===== src/hdl/eeh_map.vh =====
// Purpose: Constants of the parallel port host handshake block.
// Assumes: System clock of 10 MHz.
// Notes:   Times are in ns; cycle counts derive from them.
`ifndef EEH_MAP_VH
`define EEH_MAP_VH

// ==========================================================
// Clock
`define EEH_CLK_NS          100

// ==========================================================
// Port modes on i_mode
`define EEH_MODE_FIFO       3'h5
`define EEH_MODE_ECP        3'h3
`define EEH_MODE_EPP        3'h4

// ==========================================================
// Timing, least times rounded up to whole cycles
`define EEH_FIFO_SETUP_NS   600
`define EEH_FIFO_PULSE_NS   600
`define EEH_ECP_SETUP_NS    80
`define EEH_WAIT_FILT_NS    50
`define EEH_CYC_UP(t)       (((t) + `EEH_CLK_NS - 1) / `EEH_CLK_NS)
`define EEH_FIFO_SETUP_CYC  `EEH_CYC_UP(`EEH_FIFO_SETUP_NS)
`define EEH_FIFO_PULSE_CYC  `EEH_CYC_UP(`EEH_FIFO_PULSE_NS)
`define EEH_ECP_SETUP_CYC   `EEH_CYC_UP(`EEH_ECP_SETUP_NS)
`define EEH_WAIT_FILT_CYC   `EEH_CYC_UP(`EEH_WAIT_FILT_NS)

// ==========================================================
// Widths and reset values
`define EEH_CNT_W           4
`define EEH_SYNC_W          12
`define EEH_SYNC_RST        12'hfff

`endif


===== src/hdl/eeh_sync.v =====
// Purpose: Two-stage synchronizer for a group of asynchronous inputs.
// Assumes: Each bit is a level; no bus coherence is promised.
// Notes:   The first stage is read only by the second.
module eeh_sync
#(
  parameter         W   = 12,
  parameter [W-1:0] RST = {W{1'b1}}
)
(
  // Clock and reset
  input  wire         i_clk_sys,
  input  wire         i_arst_n,
  input  wire         i_clk_en,
  // Data
  input  wire [W-1:0] i_async,
  output wire [W-1:0] o_sync
);

  reg [W-1:0] stage1;
  reg [W-1:0] stage2;

  // ========================================================
  // Synchronizer bits
  genvar g;
  generate
    for (g = 0; g < W; g = g + 1)
    begin : g_bit
      always @(posedge i_clk_sys or negedge i_arst_n)
      begin
        if (!i_arst_n)
        begin
          stage1[g] <= RST[g];
          stage2[g] <= RST[g];
        end
        else if (i_clk_en)
        begin
          stage1[g] <= i_async[g];
          stage2[g] <= stage1[g];
        end
      end
    end
  endgenerate

  assign o_sync = stage2;

endmodule // eeh_sync


===== src/hdl/eeh_filter.v =====
// Purpose: Glitch filter that accepts a level only once it is stable.
// Assumes: Input is already synchronized.
// Notes:   N is the number of cycles without a transition.
module eeh_filter
#(
  parameter N = 1
)
(
  // Clock and reset
  input  wire i_clk_sys,
  input  wire i_arst_n,
  input  wire i_clk_en,
  // Data
  input  wire i_level,
  output reg  o_level
);

`include "eeh_map.vh"

  localparam integer          I_N = N;
  localparam [`EEH_CNT_W-1:0] L_N = I_N[`EEH_CNT_W-1:0];

  reg                  prev;
  reg [`EEH_CNT_W-1:0] stable;

  // ========================================================
  // Stability counter
  always @(posedge i_clk_sys or negedge i_arst_n)
  begin
    if (!i_arst_n)
    begin
      prev    <= 1'b1;
      stable  <= {`EEH_CNT_W{1'b0}};
      o_level <= 1'b1;
    end
    else if (i_clk_en)
    begin
      prev <= i_level;
      if (i_level != prev)
        stable <= {`EEH_CNT_W{1'b0}};
      else if (stable != L_N)
        stable <= stable + 1'b1;
      if (i_level == prev && stable + 1'b1 >= L_N)
        o_level <= i_level;
    end
  end

endmodule // eeh_filter


===== src/hdl/eeh_host.v =====
// Purpose: Host handshake of a multi-mode parallel port (FIFO, ECP, EPP).
// Assumes: Cable inputs are asynchronous; user streams are synchronous.
// Notes:   Mode should only change while o_idle is high.
// Operation
// - FIFO mode paces bytes on Busy, ignores nACK
// - Forward idle holds strobe high
// - Forward byte starts only from forward idle
// - Strobe low after Busy low, data set up
// - Strobe high only after Busy seen high
// - Reverse idle holds nALF low
// - nALF low only after previous byte accepted
// - nALF high when byte taken, after nACK seen low
// - nALF low again after byte captured
// - Wait input filtered for 50 ns stability
// - Write output high outside write cycles
module eeh_host
(
  // Clock, reset and enable
  input  wire       i_clk_sys,
  input  wire       i_arst_n,
  input  wire       i_clk_en,
  // Mode
  input  wire [2:0] i_mode,
  input  wire       i_ecp_reverse,
  // Forward byte stream
  input  wire [7:0] i_fwd_data,
  input  wire       i_fwd_valid,
  output wire       o_fwd_ready,
  // Reverse byte stream
  output reg  [7:0] o_rev_data,
  output reg        o_rev_valid,
  input  wire       i_rev_ready,
  // Cable inputs
  input  wire       i_busy,
  input  wire       i_nack,
  input  wire       i_nfault,
  input  wire       i_nwait,
  input  wire [7:0] i_pd_in,
  // Cable outputs
  output reg  [7:0] o_pd_out,
  output reg        o_pd_oe_n,
  output reg        o_nstrobe,
  output reg        o_nalf,
  output reg        o_nwrite,
  // Status
  output wire       o_periph_req,
  output wire       o_wait_level,
  output wire       o_idle
);

`include "eeh_map.vh"

  localparam [3:0] S_IDLE  = 4'h0;
  localparam [3:0] S_SETUP = 4'h1;
  localparam [3:0] S_STRB  = 4'h2;
  localparam [3:0] S_REL   = 4'h3;
  localparam [3:0] S_RACK  = 4'h4;
  localparam [3:0] S_EWR   = 4'h5;
  localparam [3:0] S_ECMD  = 4'h6;

  localparam integer          I_FIFO_SETUP = `EEH_FIFO_SETUP_CYC;
  localparam integer          I_FIFO_PULSE = `EEH_FIFO_PULSE_CYC;
  localparam integer          I_ECP_SETUP  = `EEH_ECP_SETUP_CYC;
  localparam [`EEH_CNT_W-1:0] L_FIFO_SETUP = I_FIFO_SETUP[`EEH_CNT_W-1:0];
  localparam [`EEH_CNT_W-1:0] L_FIFO_PULSE = I_FIFO_PULSE[`EEH_CNT_W-1:0];
  localparam [`EEH_CNT_W-1:0] L_ECP_SETUP  = I_ECP_SETUP[`EEH_CNT_W-1:0];

  reg  [3:0]            state;
  reg  [3:0]            next_state;
  reg  [`EEH_CNT_W-1:0] cnt;
  reg  [`EEH_CNT_W-1:0] setup_len;

  wire [`EEH_SYNC_W-1:0] sync_bus;
  wire [7:0]             pd_s;
  wire                   busy_s;
  wire                   nack_s;
  wire                   nfault_s;
  wire                   nwait_s;
  wire                   mode_fifo;
  wire                   mode_ecp_f;
  wire                   mode_ecp_r;
  wire                   mode_epp;
  wire                   fwd_take;
  wire                   rev_take;

  // ========================================================
  // Input synchronization and wait filter
  eeh_sync
  #(
    .W   (`EEH_SYNC_W),
    .RST (`EEH_SYNC_RST)
  )
  u_sync
  (
    .i_clk_sys (i_clk_sys),
    .i_arst_n  (i_arst_n),
    .i_clk_en  (i_clk_en),
    .i_async   ({i_busy, i_nack, i_nfault, i_nwait, i_pd_in}),
    .o_sync    (sync_bus)
  );

  assign busy_s   = sync_bus[11];
  assign nack_s   = sync_bus[10];
  assign nfault_s = sync_bus[9];
  assign pd_s     = sync_bus[7:0];

  eeh_filter
  #(
    .N (`EEH_WAIT_FILT_CYC)
  )
  u_wait_filter
  (
    .i_clk_sys (i_clk_sys),
    .i_arst_n  (i_arst_n),
    .i_clk_en  (i_clk_en),
    .i_level   (sync_bus[8]),
    .o_level   (nwait_s)
  );

  assign o_wait_level = nwait_s;
  // A low nFault in forward ECP asks for the channel to be reversed.
  assign o_periph_req = mode_ecp_f & ~nfault_s;

  // ========================================================
  // Mode decode and stream handshakes
  assign mode_fifo  = (i_mode == `EEH_MODE_FIFO);
  assign mode_ecp_f = (i_mode == `EEH_MODE_ECP) & ~i_ecp_reverse;
  assign mode_ecp_r = (i_mode == `EEH_MODE_ECP) & i_ecp_reverse;
  assign mode_epp   = (i_mode == `EEH_MODE_EPP);

  // Forward bytes start only from idle, with Busy low in FIFO and ECP and nWait high in EPP.
  assign o_fwd_ready = (state == S_IDLE) &
                       (((mode_fifo | mode_ecp_f) & ~busy_s) |
                        (mode_epp & nwait_s));
  assign fwd_take    = o_fwd_ready & i_fwd_valid;
  // A reverse byte is taken once nACK is low and the user can accept it.
  assign rev_take    = (state == S_IDLE) & mode_ecp_r & ~nack_s &
                       i_rev_ready;
  assign o_idle      = (state == S_IDLE);

  // ========================================================
  // Next state
  always @*
  begin
    next_state = state;
    case (state)
      S_IDLE:
      begin
        if (fwd_take & mode_epp)
          next_state = S_EWR;
        else if (fwd_take)
          next_state = S_SETUP;
        else if (rev_take)
          next_state = S_RACK;
      end
      S_SETUP:
      begin
        if (cnt >= setup_len)
          next_state = S_STRB;
      end
      S_STRB:
      begin
        // Strobe is released only after Busy is seen high.
        if (busy_s & (~mode_fifo | cnt >= L_FIFO_PULSE))
          next_state = S_REL;
      end
      S_REL:
      begin
        // Busy falling ends the byte; nACK is never examined.
        if (~busy_s)
          next_state = S_IDLE;
      end
      S_RACK:
      begin
        if (nack_s)
          next_state = S_IDLE;
      end
      S_EWR:
      begin
        if (~nwait_s)
          next_state = S_ECMD;
      end
      S_ECMD:
      begin
        if (nwait_s)
          next_state = S_IDLE;
      end
      default:
        next_state = S_IDLE;
    endcase
  end

  // ========================================================
  // State, counter and cable outputs
  always @(posedge i_clk_sys or negedge i_arst_n)
  begin
    if (!i_arst_n)
    begin
      state       <= S_IDLE;
      cnt         <= {`EEH_CNT_W{1'b0}};
      setup_len   <= {`EEH_CNT_W{1'b0}};
      o_pd_out    <= 8'h00;
      o_pd_oe_n   <= 1'b1;
      o_nstrobe   <= 1'b1;
      o_nalf      <= 1'b0;
      o_nwrite    <= 1'b1;
      o_rev_data  <= 8'h00;
      o_rev_valid <= 1'b0;
    end
    else if (i_clk_en)
    begin
      state       <= next_state;
      o_rev_valid <= 1'b0;
      if (next_state != state)
        cnt <= {`EEH_CNT_W{1'b0}};
      else if (cnt != {`EEH_CNT_W{1'b1}})
        cnt <= cnt + 1'b1;
      // The data pins are driven in forward modes only.
      o_pd_oe_n <= ~(mode_fifo | mode_ecp_f | (mode_epp & state != S_IDLE));
      case (state)
        S_IDLE:
        begin
          o_nstrobe <= 1'b1;
          o_nwrite  <= 1'b1;
          o_nalf    <= 1'b0;
          if (fwd_take)
          begin
            o_pd_out  <= i_fwd_data;
            setup_len <= mode_fifo ? L_FIFO_SETUP : L_ECP_SETUP;
          end
          if (fwd_take & mode_epp)
            o_nwrite <= 1'b0;
          if (rev_take)
          begin
            o_rev_data  <= pd_s;
            o_rev_valid <= 1'b1;
            o_nalf      <= 1'b1;
          end
        end
        S_SETUP:
        begin
          // Data has stood for the setup time before the strobe falls.
          if (next_state == S_STRB)
            o_nstrobe <= 1'b0;
        end
        S_STRB:
        begin
          if (next_state == S_REL)
            o_nstrobe <= 1'b1;
        end
        S_RACK:
        begin
          // The byte was captured; nALF falls once nACK is back high.
          if (next_state == S_IDLE)
            o_nalf <= 1'b0;
        end
        S_EWR:
        begin
          if (next_state == S_ECMD)
            o_nstrobe <= 1'b0;
        end
        S_ECMD:
        begin
          if (next_state == S_IDLE)
          begin
            o_nstrobe <= 1'b1;
            o_nwrite  <= 1'b1;
          end
        end
        default:
        begin
          o_nstrobe <= 1'b1;
          o_nwrite  <= 1'b1;
        end
      endcase
    end
  end

endmodule // eeh_host


===== config.mk =====
export PLATFORM = sky130hd
export DESIGN_NAME = eeh_host
export DESIGN_NICKNAME = d
export VERILOG_FILES = /design/src/hdl/eeh_sync.v /design/src/hdl/eeh_filter.v /design/src/hdl/eeh_host.v
export VERILOG_INCLUDE_DIRS = /design/src /design/src/hdl
export SDC_FILE = /design/constraint.sdc
export NUM_CORES = 1
export LEC_CHECK = 0
export BUFFER_PORTS_ARGS = -buffer_cell sky130_fd_sc_hd__buf_2
export CAP_MARGIN = 20
export CORE_MARGIN = 4
export CORE_UTILIZATION = 40
export CTS_CLUSTER_SIZE = 25
export DETAILED_ROUTE_END_ITERATION = 6
export SETUP_SLACK_MARGIN = 0.3
export SLEW_MARGIN = 15
export SYNTH_ARGS = -nofsm -noshare
export SYNTH_HDL_FRONTEND = slang
export SYNTH_SLANG_ARGS = --single-unit

===== constraint.sdc =====
create_clock -name i_clk_sys -period 2.84 [get_ports i_clk_sys]
set_clock_uncertainty 0.05 [all_clocks]
set_input_delay 0.568 -clock i_clk_sys [delete_from_list [all_inputs] [get_ports i_clk_sys]]
set_output_delay 0.568 -clock i_clk_sys [all_outputs]
set_load 0.01 [all_outputs]

Yosys cells after proc, flatten, opt, wreduce, memory -nomap -nowiden
Cells that the tools add are included.
{"block": "word_totals", "mem_bits_rw": 0, "n_memories": 0, "latch_bits": 0, "elab_cells": 131, "input_bits": 29, "register_bits": 63, "mem_bits_ro": 0, "out_inout_bits": 25}
{"block": "classes", "muxes": 26, "magnitude_cmp": 3, "multipliers": 0, "eq_ne": 22, "n_addsub": 2, "bitwise_logic": 25, "n_div": 0, "shifts": 0, "reduce_logical": 16}
{"op": "$mux W4", "n": 13}
{"op": "$pmux W4 S7", "n": 1}
{"op": "$eq A4 B2 Y1 const B", "n": 4}
{"op": "$eq A4 B3 Y1 const B", "n": 4}
{"op": "$and A1 B1 Y1", "n": 13}
{"op": "$reduce_and A3 Y1", "n": 4}
{"op": "$ne A2 B2 Y1 const B", "n": 5}
{"op": "$add A4 B1 Y4 const B", "n": 2}
{"op": "$logic_not A4 Y1", "n": 2}
{"op": "$mux W1", "n": 8}
{"op": "$not A1 Y1", "n": 8}
{"op": "$eq A3 B3 Y1 const B", "n": 2}
{"op": "$reduce_and A2 Y1", "n": 3}
{"op": "$reduce_and A6 Y1", "n": 1}
{"op": "$reduce_bool A2 Y1", "n": 3}
{"op": "$pmux W1 S5", "n": 1}
{"op": "$eq A4 B1 Y1 const B", "n": 1}
{"op": "$ge A4 B1 Y1 const B", "n": 1}
{"op": "$ge A4 B3 Y1 const B", "n": 1}
{"op": "$ge A4 B4 Y1", "n": 1}
{"op": "$ne A4 B1 Y1 const B", "n": 1}
{"op": "$ne A4 B4 Y1", "n": 1}
{"op": "$ne A4 B4 Y1 const B", "n": 1}
{"op": "$or A1 B1 Y1", "n": 4}
{"op": "other kinds (9)", "n": 9}

Longest topological paths before layout
{"block": "depth", "word_depth": 13, "depth_mapped": 10, "mapped_depth_nobuf": 8}

Hierarchy
A second synthesis with hierarchy kept.
{"block": "unflattened", "hier_cells": 250, "area_unflattened_um2": 3110.5}
{"module": "eeh_host", "area_each_um2": 1680.4, "seq_area_each_um2": 779.5, "cells_per_inst": 160, "n_inst": 1}
{"module": "eeh_sync", "area_each_um2": 1027.2, "seq_area_each_um2": 630.6, "cells_per_inst": 51, "n_inst": 1}
{"module": "eeh_filter", "area_each_um2": 402.9, "seq_area_each_um2": 152.6, "cells_per_inst": 39, "n_inst": 1}

Least setup slack after synthesis
No wires, ideal clock.
{"block": "synth_path", "path_kind": "register to register", "from": "register cnt[2]", "to": "register cnt[2]", "setup_time_ns": 0.087, "synth_period_minus_slack_ns": 2.314, "path_buffers": 0, "t_arrival_ns": 2.177, "path_slack_ns": 0.526, "required_time_ns": 2.703, "path_stages_with_launch": 8, "path_cell_list": "dfrtp_1 > ha_1 > a211oi_1 > o21ai_1 > o211ai_1 > mux2_4 > or3_4 > a211oi_2"}
{"block": "synth_between", "elab_chain_len": 8, "elab_cells_between_ends": 14, "cone_classes": "1 x add/sub; 2 x order compare; 2 x eq/ne; 5 x mux; 2 x bitwise; 2 x reduce/logical"}
{"item": "from (decl)", "line_no": "eeh_host.v:70", "rtl": "reg [`EEH_CNT_W-1:0] cnt;"}
{"item": "from (signal assigned)", "line_no": "eeh_host.v:200", "rtl": "cnt <= {`EEH_CNT_W{1'b0}};"}
{"item": "from (signal assigned)", "line_no": "eeh_host.v:215", "rtl": "cnt <= {`EEH_CNT_W{1'b0}};"}
{"item": "from (signal assigned)", "line_no": "eeh_host.v:217", "rtl": "cnt <= cnt + 1'b1;"}
{"item": "$ge A4 B3 Y1", "line_no": "eeh_host.v:164", "rtl": "if (busy_s & (~mode_fifo | cnt >= L_FIFO_PULSE))"}
{"item": "$or A1 B1 Y1", "line_no": "eeh_host.v:164"}
{"item": "$and A1 B1 Y1", "line_no": "eeh_host.v:164"}
{"item": "$mux W4", "line_no": "eeh_host.v:164"}
{"item": "$pmux W4 S7", "line_no": "eeh_host.v:146", "rtl": "case (state)"}
{"item": "$ne A4 B4 Y1", "line_no": "eeh_host.v:214", "rtl": "if (next_state != state)"}
{"item": "$reduce_bool A2 Y1 (no source line)"}
{"item": "$reduce_and A2 Y1 (no source line)"}
Several ways; a longest one is shown, not always the timed one. The select of a mux whose other input is x is not followed.
A chain may end at the register's enable or synchronous reset.

Worst setup path after layout
Same ends and word-level chain as after synthesis.

==> flow_summary.json <==
{
  "wl_met3_um": 289,
  "rows": 31,
  "worst_slack_ns": 0.444,
  "wl_per_cell_um": 14.5,
  "p_leak_nw": 1.65,
  "critPathArrivalTime_ns": 2.59,
  "start_kind": "flop",
  "hold_buffers": 0,
  "gp_congestion": 0.801,
  "nNetsFinal": 343,
  "power_density_mw_per_mm2": 802,
  "cts_buffer_depth": 2,
  "synth_top_area_share_pct": 27.2,
  "crit_path_max_fanout": 7,
  "antenna_cells": 0,
  "end_kind": "flop",
  "max_slew_margin_pct": 59.9,
  "timing.final.crit_period_ns": 2.40,
  "remaining_drc_errors": 0,
  "timing.final.crit_share_pct": 84.4,
  "grt_overflow": 0,
  "hold_viol": 0,
  "vias": 2091,
  "hpwl_um": 4320,
  "drv_cap": 0,
  "core_area_mm2": 0.00721,
  "grt_max_degree": 37,
  "ys_types": 52,
  "grt_setup_unrepaired": "false",
  "worst_pin_slew_ns": 0.602,
  "placed_area_mm2": 0.00332,
  "antenna_found_initial": 0,
  "cp_common_cell": "a211oi_2",
  "cp.required_ns": 3.04,
  "outcome": "completed",
  "place_ws_ns": 0.393,
  "grt_pass1_vias": 2111,
  "root_buffer": "clkbuf_8",
  "yosys_register_bits": 61,
  "first_pass_iters": 4,
  "synth_area_leader_cell": "dfrtp_1",
  "htree_levels": 3,
  "critical_path_class": "flop to flop",
  "routed_wl_um": 5950,
  "layout-drive-gt1-share_pct": 48.9,
  "cts_tree": "yes",
  "cpPeakStageDelay_ns": 0.46,
  "grt_pass1_wl_um": 9890,
  "numCtsBuffers": 9,
  "hold_path.class": "primary input to asynchronous set/reset pin",
  "nFillCells": 713,
  "fmax_mhz": 417,
  "reg2regPathDepth": 7,
  "ys_top_cells_by_area": "dfrtp_1, dfstp_2, mux2_2, ha_1, o21ai_0",
  "drv_slew": 0,
  "drtAntennaViolNets": 0,
  "top_layer": "met4",
  "dieArea_mm2": 0.00880,
  "ir_drop_mv": 0.417,
  "first_iter_violations": 37,
  "track_usage_pct": 14.5,
  "cp_slowest_cell": "dfrtp_2",
  "numClockSinks": 61,
  "portBuffers": 53,
  "wl_met2_um": 2810,
  "synthesis.area_mm2": 0.00295,
  "ys_seq_area_share_pct": 53.0,
  "ios": 54,
  "rrSetupSlack_ns": 0.44,
  "synth_edf_count": 0,
  "chipHeight_um": 93.8,
  "synth-warning-count": 0,
  "met1_length_um": 2750,
  "holdWs_ns": 0.184,
  "clk_latency_ns": 0.33,
  "synthCells": 249,
  "initial_core_util_pct": 40.8,
  "path_cells": "ha_4 > a211oi_2 > o21ai_2 > o211ai_1 > mux2_4 > or3_4 > a211oi_2",
  "synth_fp_nets": 286,
  "r2r_start": "cnt[2]",
  "clkTransAtPathRegs_ns": 0.07,
  "via_per_inst": 5.10,
  "fin_tns_setup_ns": 0,
  "synthArstFlopShare_pct": 100,
  "die_width_um": 93.8,
  "avgSynthCellArea_um2": 11.8,
  "synthFlopType": "dfrtp_1",
  "timing.rr.end": "cnt[2]",
  "final_area_mm2": 0.00357,
  "final-setup-viol-count": 0,
  "areaGrowthSynthToFinish_pct": 21.1
}
==> cell usage after synthesis, drive strengths merged (2+ instances only) <==
library cell  number
o211ai             2
a211oi             3
nor3               4
dfrtp             32
o41ai              2
nor4bb             3
nor2b              5
ha                 8
clkbuf             4
dfstp             29
xnor2              2
o21a               2
o21ai             20
nand2             21
nand3b             2
and3               3
a22o               3
inv               12
buf                7
nor2               9
mux2              42
a21oi              6
nand3              3
a41oi              2
a31oi              3
and2               2
==> critical path, delay by kind of cell, from the launching register on <==
| kind | cells | cell delay (ns) |
|---|---|---|
| multiplexers | 1 | 0.35 |
| adder cells (fa/ha/maj) | 1 | 0.26 |
| AO/OA/AOI/OAI | 4 | 0.84 |
| AND/OR/NAND/NOR | 1 | 0.35 |
| flip-flops | 1 | 0.46 |
==> how the worst max path moves through the flow <==
stage	startpoint	end	slack, ns	cells past startpoint
after floorplan	cnt[2]	cnt[2]	0.53	7
after global placement	cnt[2]	cnt[2]	0.42	7
after detailed placement	i_mode[1]	cnt[2]	0.39	7
after CTS	cnt[2]	cnt[2]	0.39	7
after global routing	setup_len[1]	cnt[2]	0.30	8
final	cnt[2]	cnt[2]	0.44	7
==> report_power, final <==
part | internal [mW] | switching, mW
clock | 0.476 | 0.333
sequential | 1.09 | 0.173
combinational | 0.399 | 0.395
total | 1.96 | 0.901
==> area by class of cell <==
cell class	instances	area [um2]	area share [%]
inverters	12	45.0	1.26
repair buffers	57	308	8.63
clock inverters	3	42.5	1.19
multi-input cells	165	1320	36.9
flip-flops and latches	61	1560	43.8
well taps	99	124	3.47
clock buffers	13	169	4.73
==> placed cells by master (no fill, tap or decap), types with 2 or more instances in the layout <==
master,instances
ha_1,7
o21a_1,2
o211ai_1,2
clkbuf_8,12
buf_2,53
and3_1,3
a21oi_1,6
buf_4,3
a31oi_1,3
a41oi_1,2
a211oi_2,2
mux2_2,41
nand2_1,21
nand3_1,3
inv_1,11
xnor2_1,2
nor2b_1,5
nand3b_1,2
nor3_1,4
a22o_1,3
dfrtp_1,31
dfstp_2,29
nor2_1,9
o21ai_0,18
nor4bb_1,3
==> what timing repair did <==
item	4_1_cts	5_1_grt
resized for setup	0	5
setup endpoints to repair	0	2
setup buffers	0	1
==> cell families after synthesis <==
| family | count (synthesis) | synth area share [%] |
|---|---|---|
| AOI/OAI and AO/OA | 52 | 11.9 |
| muxes | 43 | 16.5 |
| and+or+nand+nor | 59 | 11.0 |
| adders and majority gates | 8 | 3.40 |
| buffers and inverters | 23 | 3.18 |
| xor gates and xnor gates | 3 | 0.892 |
| DFF | 61 | 53.0 |
==> registers in the layout, summed over array words and instances, names as in the netlist <==
register and cells:
cnt 4, o_nalf 1, o_nstrobe 1, o_nwrite 1
o_pd_oe_n 1, o_pd_out 8, o_rev_data 8, o_rev_valid 1
setup_len 2, state 4, u_sync.o_sync 12, u_sync.stage1 12
u_wait_filter.o_level 1, u_wait_filter.prev 1, u_wait_filter.stable 4
==> metal layers <==
layer	track usage, %	vias up
li1	-	1017
met2	23.4	39
met1	18.1	1023
met3	3.93	12
met4	6.50	0
met5	0	-
==> through the flow <==
step | power [mW] | utilization [%] | cells
finish | 2.86 | 49.5 | 410
global route | 3.07 | 49.5 | 410
CTS | 2.87 | 49.0 | 409
detailed placement | 2.04 | 46.0 | 393
global placement | 2.03 | 46.0 | 393
floorplan | 1.79 | - | 249
(Power assumes the default switching activity.)
